==> config.mk <==
export PLATFORM = sky130hd
export DESIGN_NAME = t2ar_timer
export DESIGN_NICKNAME = d
export VERILOG_FILES = /design/src/hw/t2ar_pkg.sv /design/src/hw/t2ar_edge.sv /design/src/hw/t2ar_timer.sv
export VERILOG_INCLUDE_DIRS = /design/src /design/src/hw
export SDC_FILE = /design/constraint.sdc
export NUM_CORES = 1
export LEC_CHECK = 0
export ABC_CLOCK_PERIOD_IN_PS = 4050
export BUFFER_PORTS_ARGS = -buffer_cell sky130_fd_sc_hd__buf_2
export CELL_PAD_IN_SITES_DETAIL_PLACEMENT = 0
export CELL_PAD_IN_SITES_GLOBAL_PLACEMENT = 1
export CORE_UTILIZATION = 23
export CTS_BUF_LIST = sky130_fd_sc_hd__clkbuf_8
export DETAILED_ROUTE_END_ITERATION = 10
export PLACE_DENSITY_LB_ADDON = 0.25
export SLEW_MARGIN = 20
export SYNTH_ARGS = -nofsm -noshare
export SYNTH_HDL_FRONTEND = slang
export SYNTH_SLANG_ARGS = --single-unit
==> constraint.sdc <==
create_clock -name sys_clk -period 4.05 [get_ports sys_clk]
set_input_delay 0.81 -clock sys_clk [delete_from_list [all_inputs] [get_ports sys_clk]]
set_output_delay 0.81 -clock sys_clk [all_outputs]
set_load 0.05 [all_outputs]
==> src/hw/t2ar_defines.svh <==
// Constants for the auto-reload up-counting timer: widths, register
// offsets, field positions, reset values and the prescale count.
// Assumes inclusion by bare name from the package and the design files.
`ifndef T2AR_DEFINES_SVH
`define T2AR_DEFINES_SVH

`define T2AR_ADDR_W 4
`define T2AR_DATA_W 16
`define T2AR_CNT_W 16
`define T2AR_PRE_W 4

// Peripheral clocks per count step; the prescaler is always in use
`define T2AR_PRESCALE_DIV 12

`define T2AR_OFF_CTRL 4'h0
`define T2AR_OFF_MODE 4'h1
`define T2AR_OFF_RELOAD 4'h2
`define T2AR_OFF_COUNT 4'h3
`define T2AR_OFF_STATUS 4'h4
`define T2AR_OFF_MASK 4'h5
`define T2AR_OFF_STATE 4'h6

`define T2AR_CTRL_RUN_BIT 0
`define T2AR_CTRL_CPSEL_BIT 1
`define T2AR_CTRL_EXTEN_BIT 2

`define T2AR_MODE_UPDOWN_BIT 0
`define T2AR_MODE_TRIGEDGE_BIT 1
`define T2AR_MODE_HWEN_BIT 2
`define T2AR_MODE_HWEDGE_BIT 3

`define T2AR_FLAG_OVF_BIT 0
`define T2AR_FLAG_EXT_BIT 1

`define T2AR_STATE_RUN_BIT 0
`define T2AR_STATE_PIN_BIT 1
`define T2AR_STATE_PRE_LSB 4

`define T2AR_CNT_RST 16'h0000
`define T2AR_RELOAD_RST 16'h0000
`define T2AR_CNT_MAX 16'hFFFF
`define T2AR_DATA_ZERO 16'h0000

`endif

==> src/hw/t2ar_pkg.sv <==
// Types shared by the timer and its bus master.
// Assumes the defines header sits beside it on the include path.
`include "t2ar_defines.svh"

package t2ar_pkg;

  typedef logic [`T2AR_ADDR_W-1:0] t2ar_addr_t;
  typedef logic [`T2AR_DATA_W-1:0] t2ar_data_t;
  typedef logic [`T2AR_CNT_W-1:0] t2ar_cnt_t;
  typedef logic [`T2AR_PRE_W-1:0] t2ar_pre_t;

  typedef struct packed {
    t2ar_addr_t addr;
    t2ar_data_t wdata;
    logic wr;
    logic rd;
  } t2ar_bus_req_s;

  typedef struct packed {
    logic ext_en;
    logic cp_sel;
    logic run;
  } t2ar_ctrl_s;

  typedef struct packed {
    logic hw_edge_rise;
    logic hw_en;
    logic trig_edge_rise;
    logic updown;
  } t2ar_mode_s;

  typedef struct packed {
    logic ext;
    logic ovf;
  } t2ar_flags_s;

endpackage

==> src/hw/t2ar_edge.sv <==
// Edge finder for a pin that is synchronous to the clock.
// Compares the present level with the sample held from the cycle before.
`timescale 1ns/1ns
`default_nettype none

module t2ar_edge (
  input wire logic sys_clk, // Peripheral clock
  input wire logic arst_n, // Asynchronous reset, active low
  input wire logic pin_in, // Pin level, synchronous
  output logic rise, // Low then high
  output logic fall // High then low
);

  logic last_ff;
  logic primed_ff;

  always_ff @(posedge sys_clk or negedge arst_n) begin
    if (!arst_n) begin
      last_ff <= 1'b0;
      primed_ff <= 1'b0;
    end else begin
      last_ff <= pin_in;
      primed_ff <= 1'b1;
    end
  end

  // No edge before a first valid sample exists
  assign rise = primed_ff & ~last_ff & pin_in;
  assign fall = primed_ff & last_ff & ~pin_in;

endmodule

`default_nettype wire

==> src/hw/t2ar_timer.sv <==
// Sixteen-bit auto-reload up-counting timer with trigger pin, flags and
// a small register port.
// Assumes a bus master that keeps strobes one cycle long and a trigger
// pin already synchronous to sys_clk.
//
// Chosen here: the placing of the registers and the strobed register port.
`timescale 1ns/1ns
`default_nettype none
`include "t2ar_defines.svh"

module t2ar_timer
  import t2ar_pkg::*;
(
  input wire logic sys_clk, // Peripheral clock, 100 MHz
  input wire logic arst_n, // Asynchronous reset, active low
  input wire t2ar_pkg::t2ar_bus_req_s bus_req, // Register request
  output t2ar_pkg::t2ar_data_t bus_rdata, // Read data, next cycle
  input wire logic trigger_input_pin, // Trigger pin level
  output logic irq // Level interrupt request
);

  import t2ar_pkg::*;

  localparam t2ar_pre_t PRE_LAST = t2ar_pre_t'(`T2AR_PRESCALE_DIV - 1);

  // Register state
  t2ar_ctrl_s ctrl_ff;
  t2ar_mode_s mode_ff;
  t2ar_cnt_t reload_value_register_ff;
  t2ar_cnt_t count_ff;
  t2ar_flags_s status_ff;
  t2ar_flags_s mask_ff;
  t2ar_pre_t pre_ff;
  t2ar_data_t rdata_ff;

  // Next values
  t2ar_cnt_t nxt_count;
  t2ar_pre_t nxt_pre;
  t2ar_flags_s nxt_status;
  t2ar_data_t nxt_rdata;

  // Decoded accesses
  logic wr_ctrl;
  logic wr_mode;
  logic wr_reload;
  logic wr_count;
  logic wr_status;
  logic wr_mask;

  // Pin events
  logic pin_rise;
  logic pin_fall;
  logic start_edge;
  logic trig_edge;
  logic start_now;
  logic pin_reload;

  // Counting events
  logic tick;
  logic at_max;
  logic ovf_event;
  logic ext_event;

  // Aliases of the documented control bits and status flags
  logic run_control_bit;
  logic capture_reload_select;
  logic external_enable;
  logic hw_start_enable;
  logic hw_start_edge_select;
  logic trigger_edge_select;
  logic updown_enable;
  logic overflow_flag;
  logic external_flag;

  assign run_control_bit = ctrl_ff.run;
  assign capture_reload_select = ctrl_ff.cp_sel;
  assign external_enable = ctrl_ff.ext_en;
  assign hw_start_enable = mode_ff.hw_en;
  assign hw_start_edge_select = mode_ff.hw_edge_rise;
  assign trigger_edge_select = mode_ff.trig_edge_rise;
  assign updown_enable = mode_ff.updown;
  assign overflow_flag = status_ff.ovf;
  assign external_flag = status_ff.ext;

  // ------------------------------------------------------------------
  // Write decode
  // ------------------------------------------------------------------

  always_comb begin
    wr_ctrl = 1'b0;
    wr_mode = 1'b0;
    wr_reload = 1'b0;
    wr_count = 1'b0;
    wr_status = 1'b0;
    wr_mask = 1'b0;
    if (bus_req.wr) begin
      case (bus_req.addr)
        `T2AR_OFF_CTRL: wr_ctrl = 1'b1;
        `T2AR_OFF_MODE: wr_mode = 1'b1;
        `T2AR_OFF_RELOAD: wr_reload = 1'b1;
        `T2AR_OFF_COUNT: wr_count = 1'b1;
        `T2AR_OFF_STATUS: wr_status = 1'b1;
        `T2AR_OFF_MASK: wr_mask = 1'b1;
        default: ;
      endcase
    end
  end

  // ------------------------------------------------------------------
  // Trigger pin edges
  // ------------------------------------------------------------------

  t2ar_edge u_pin_edge (
    .sys_clk(sys_clk),
    .arst_n(arst_n),
    .pin_in(trigger_input_pin),
    .rise(pin_rise),
    .fall(pin_fall)
  );

  // Hardware start edge, polarity from the start edge select
  assign start_edge = hw_start_edge_select ? pin_rise : pin_fall;

  // Reload edge, polarity from the trigger edge select
  assign trig_edge = trigger_edge_select ? pin_rise : pin_fall;

  // Start only from the stopped state
  assign start_now = hw_start_enable & ~run_control_bit & start_edge;

  // The starting edge itself never reloads
  assign pin_reload = external_enable & ~capture_reload_select
                      & trig_edge & ~start_now;

  // ------------------------------------------------------------------
  // Control, mode and reload registers
  // ------------------------------------------------------------------

  // Run bit: hardware may only set it, a start wins over a clear
  always_ff @(posedge sys_clk or negedge arst_n) begin
    if (!arst_n) begin
      ctrl_ff <= '0;
    end else begin
      if (start_now) begin
        ctrl_ff.run <= 1'b1;
      end else if (wr_ctrl) begin
        ctrl_ff.run <= bus_req.wdata[`T2AR_CTRL_RUN_BIT];
      end
      if (wr_ctrl) begin
        ctrl_ff.cp_sel <= bus_req.wdata[`T2AR_CTRL_CPSEL_BIT];
        ctrl_ff.ext_en <= bus_req.wdata[`T2AR_CTRL_EXTEN_BIT];
      end
    end
  end

  always_ff @(posedge sys_clk or negedge arst_n) begin
    if (!arst_n) begin
      mode_ff <= '0;
    end else if (wr_mode) begin
      mode_ff.updown <= bus_req.wdata[`T2AR_MODE_UPDOWN_BIT];
      mode_ff.trig_edge_rise <= bus_req.wdata[`T2AR_MODE_TRIGEDGE_BIT];
      mode_ff.hw_en <= bus_req.wdata[`T2AR_MODE_HWEN_BIT];
      mode_ff.hw_edge_rise <= bus_req.wdata[`T2AR_MODE_HWEDGE_BIT];
    end
  end

  always_ff @(posedge sys_clk or negedge arst_n) begin
    if (!arst_n) begin
      reload_value_register_ff <= `T2AR_RELOAD_RST;
    end else if (wr_reload) begin
      reload_value_register_ff <= bus_req.wdata[`T2AR_CNT_W-1:0];
    end
  end

  // ------------------------------------------------------------------
  // Prescaler
  // ------------------------------------------------------------------

  always_comb begin
    if (!run_control_bit) begin
      nxt_pre = '0;
    end else if (pre_ff == PRE_LAST) begin
      nxt_pre = '0;
    end else begin
      nxt_pre = pre_ff + t2ar_pre_t'(1);
    end
  end

  always_ff @(posedge sys_clk or negedge arst_n) begin
    if (!arst_n) begin
      pre_ff <= '0;
    end else begin
      pre_ff <= nxt_pre;
    end
  end

  // One step every twelfth clock of a run
  assign tick = run_control_bit & (pre_ff == PRE_LAST);

  // ------------------------------------------------------------------
  // Counter
  // ------------------------------------------------------------------

  assign at_max = (count_ff == `T2AR_CNT_MAX);
  assign ovf_event = tick & at_max;

  // Direction bit is never looked at: the count only rises
  always_comb begin
    nxt_count = count_ff;
    if (pin_reload) begin
      nxt_count = reload_value_register_ff;
    end else if (ovf_event) begin
      nxt_count = reload_value_register_ff;
    end else if (tick) begin
      nxt_count = count_ff + t2ar_cnt_t'(1);
    end else if (wr_count) begin
      nxt_count = bus_req.wdata[`T2AR_CNT_W-1:0];
    end
  end

  always_ff @(posedge sys_clk or negedge arst_n) begin
    if (!arst_n) begin
      count_ff <= `T2AR_CNT_RST;
    end else begin
      count_ff <= nxt_count;
    end
  end

  // ------------------------------------------------------------------
  // Flags and interrupt
  // ------------------------------------------------------------------

  assign ext_event = pin_reload | (start_now & external_enable);

  // Write one to clear; a new event in the same cycle keeps the flag
  always_comb begin
    nxt_status = status_ff;
    if (wr_status) begin
      if (bus_req.wdata[`T2AR_FLAG_OVF_BIT]) begin
        nxt_status.ovf = 1'b0;
      end
      if (bus_req.wdata[`T2AR_FLAG_EXT_BIT]) begin
        nxt_status.ext = 1'b0;
      end
    end
    if (ovf_event) begin
      nxt_status.ovf = 1'b1;
    end
    if (ext_event) begin
      nxt_status.ext = 1'b1;
    end
  end

  always_ff @(posedge sys_clk or negedge arst_n) begin
    if (!arst_n) begin
      status_ff <= '0;
    end else begin
      status_ff <= nxt_status;
    end
  end

  always_ff @(posedge sys_clk or negedge arst_n) begin
    if (!arst_n) begin
      mask_ff <= '0;
    end else if (wr_mask) begin
      mask_ff.ovf <= bus_req.wdata[`T2AR_FLAG_OVF_BIT];
      mask_ff.ext <= bus_req.wdata[`T2AR_FLAG_EXT_BIT];
    end
  end

  // Follows the flag in the cycle it is set
  assign irq = |(status_ff & mask_ff);

  // ------------------------------------------------------------------
  // Read path
  // ------------------------------------------------------------------

  always_comb begin
    nxt_rdata = `T2AR_DATA_ZERO;
    if (bus_req.rd) begin
      case (bus_req.addr)
        `T2AR_OFF_CTRL: begin
          nxt_rdata[`T2AR_CTRL_RUN_BIT] = run_control_bit;
          nxt_rdata[`T2AR_CTRL_CPSEL_BIT] = capture_reload_select;
          nxt_rdata[`T2AR_CTRL_EXTEN_BIT] = external_enable;
        end
        `T2AR_OFF_MODE: begin
          nxt_rdata[`T2AR_MODE_UPDOWN_BIT] = updown_enable;
          nxt_rdata[`T2AR_MODE_TRIGEDGE_BIT] = trigger_edge_select;
          nxt_rdata[`T2AR_MODE_HWEN_BIT] = hw_start_enable;
          nxt_rdata[`T2AR_MODE_HWEDGE_BIT] = hw_start_edge_select;
        end
        `T2AR_OFF_RELOAD: begin
          nxt_rdata[`T2AR_CNT_W-1:0] = reload_value_register_ff;
        end
        `T2AR_OFF_COUNT: begin
          nxt_rdata[`T2AR_CNT_W-1:0] = count_ff;
        end
        `T2AR_OFF_STATUS: begin
          nxt_rdata[`T2AR_FLAG_OVF_BIT] = overflow_flag;
          nxt_rdata[`T2AR_FLAG_EXT_BIT] = external_flag;
        end
        `T2AR_OFF_MASK: begin
          nxt_rdata[`T2AR_FLAG_OVF_BIT] = mask_ff.ovf;
          nxt_rdata[`T2AR_FLAG_EXT_BIT] = mask_ff.ext;
        end
        `T2AR_OFF_STATE: begin
          nxt_rdata[`T2AR_STATE_RUN_BIT] = run_control_bit;
          nxt_rdata[`T2AR_STATE_PIN_BIT] = trigger_input_pin;
          nxt_rdata[`T2AR_STATE_PRE_LSB +: `T2AR_PRE_W] = pre_ff;
        end
        default: begin
          nxt_rdata = `T2AR_DATA_ZERO;
        end
      endcase
    end
  end

  // Data stands only in the cycle after the read strobe
  always_ff @(posedge sys_clk or negedge arst_n) begin
    if (!arst_n) begin
      rdata_ff <= `T2AR_DATA_ZERO;
    end else begin
      rdata_ff <= nxt_rdata;
    end
  end

  assign bus_rdata = rdata_ff;

endmodule

`default_nettype wire

==> metrics.cfg <==
[clocking]
worstSkewPairLatency_ps = 350
cts_tree = yes
clk_pin_slew_ps = 70
cts_buffers = 9
holdBufCountCts = 0
root_buffer = clkbuf_8
postCtsSetupRepairBufs = 0
clock-sinks = 65
clockBufferDepth = 2
cts_max_level = 3
ctsResizeCount = 0

[route]
drc = 0
wire_per_inst_um = 16.1
drtAntennaViolNets = 0
drt_iter0_markers = 158
first_pass_iters = 4
via_count = 2593
vias_per_cell = 4.66
wl_mm = 8.97

[timing]
setup_viol_count_final = 0
tightest_slew_ps = 787
min_period_over_period_pct = 65.9
fmax_mhz = 375
maxSlewHeadroom_pct = 47.4
rsz0062_at_grt = no
hold_viol = 0
slew_violations = 0
fin_worst_skew_ps = 10.5
min_period_ps = 2670
setup_tns_ps = 0

[yosys]
async_reset_ff_share_pct = 100
ys_ff_latch = 65
netlist_area_sq_um = 3420
avgSynthCellArea_sq_um = 10.3
seq_area_frac_synth_pct = 47.6
ys_warn_count = 0
synth_nets = 358
ys.flop_type = dfrtp_1
synth.distinct_cells = 46
synth_edf_count = 0
synthCells = 331

[global_routing]
antenna_found_initial = 0
grt_pass1_wl_mm = 14.7
grt_remaining_overflow = 0
track_usage_pct = 13.0
grt_pass1_vias = 2689
grt_max_degree = 45

[worst_setup_path]
critPathMaxStageDelay_ps = 540
cp.arrival_ps = 2870
cp_data_required_time_ps = 4250
path_class = reg -> reg
cp_max_fo = 30
cp_cell_sequence = ha_1 > nand3_2 > nor3_1 > nand4_1 > nand2b_4 > mux2i_1 > o21ai_0
crit_path_end_kind = register
slowest_stage = nor3_1
startpoint_type = register

[final_layout]
fin_nets = 395
final_cell_mix = 65 x dfrtp_1, 50 x nor2_1, 40 x buf_2
fillCellCount = 1569
drive_gt1_share_pct = 25.3
diodes = 0
fin_util_pct = 27.4
area_delta_synth_final_pct = 16.3
postLayoutCellArea_sq_um = 3980
final_common_cell = dfrtp_1

[floorplan]
die_y_um = 124
core_sq_um = 14500
ios = 42
dieArea_sq_um = 15400
start_util_pct = 23.5
die_x_um = 124
placementRows = 44

[place]
dp_hpwl_mm = 6.23
postPlaceCellArea_sq_um = 3780
gp_congestion = 0.745
portBuffers = 41

[min_path]
min_path_type = in -> async

[run]
cap_violations = 0

[power_and_ir_drop]
pwr_density_cell_nw_per_um2 = 510
power_mw = 2.03
ir_drop_mv = 0.137
p_leak_nw = 1.73

[status]
status = complete, no violations

## power by group
| group | total (mW) | switching, mW | internal, mW |
|---|---|---|---|
| Clock | 0.562 | 0.252 | 0.310 |
| Combinational | 0.460 | 0.232 | 0.228 |
| Sequential | 1.01 | 0.203 | 0.803 |
## Yosys cell counts, types with 5 or more instances
library cell  instances  area share, %
a211o_1              15            3.8
a21oi_1              21            3.1
a22o_1                5            1.3
a22oi_1              15            3.3
a31oi_1               5           0.91
buf_2                 5           0.73
clkbuf_1              9           0.99
dfrtp_1              65             48
mux2_2               26            8.6
nand2_1              27            3.0
nand3_1               5           0.73
nand4_1               5           0.91
nor2_1               50            5.5
nor2b_1              14            2.6
xnor2_1              11            2.8
xor2_1                5            1.3
## final cells by class
type                            instances  area, sq um  share of cell area (%)
Timing Repair Buffer                   44          230                    5.79
Sequential cell                        65         1630                    40.9
Multi-Input combinational cell        246         1690                    42.4
Clock inverter                          4         43.8                    1.10
Tap cell                              184          230                    5.79
Clock buffer                           11          151                    3.81
Inverter                                2         7.51                   0.189
## per-stage QoR
step	hold slack [ps]	std cells	worst slack [ps]
6_report	451	556	1380
5_1_grt	488	556	1190
3_3_place_gp	465	541	1180
3_5_place_dp	486	541	1130
2_1_floorplan	446	331	1690
4_1_cts	504	556	1350
## per-layer routing
layer | vias up | wire length, um | track usage, %
met4 | 0 | 169 | 6.25
met2 | 46 | 4080 | 20.2
met5 | - | 0 | 0
met1 | 1273 | 4390 | 17.3
met3 | 11 | 322 | 2.38
li1 | 1263 | - | -
## final timing paths
path / startpoint / to / slack (ps) / depth (start not counted)
min in group sys_clk: updown_enable / updown_enable / 490 / 2
min reg2reg: updown_enable / updown_enable / 490 / 2
min: arst_n / bus_rdata[10] / 450 / 1
max: count_ff[0] / count_ff[1] / 1380 / 7
max reg2reg: count_ff[0] / count_ff[1] / 1380 / 7
max in group asynchronous: arst_n / pre_ff[0] / 2840 / 2
## registers in the layout, indices dropped and copies added, names as in the netlist, 2 cells and up
name and count:
mask_ff 2, count_ff 16, pre_ff 4, bus_rdata 16
reload_value_register_ff 16
## kinds of logic after synthesis
logic type | after synthesis | share of synthesized area (%)
AOI/OAI and AO/OA | 73 | 15.7
xor gates and xnor gates | 16 | 4.10
adders and majority gates | 2 | 0.732
buffers and inverters | 20 | 3.26
DFF | 65 | 47.6
muxes | 30 | 10.1
other | 1 | 0.110
and+or+nand+nor | 124 | 18.4
## worst max-delay path, delay by kind of cell (launching register included)
family	cells	cell delay, ps
multiplexers	1	290
AO/OA/AOI/OAI	1	100
adder cells (fa/ha/maj)	1	250
flip-flops	1	460
AND/OR/NAND/NOR	4	1430
No activity file was read; power rests on OpenSTA's default activity.
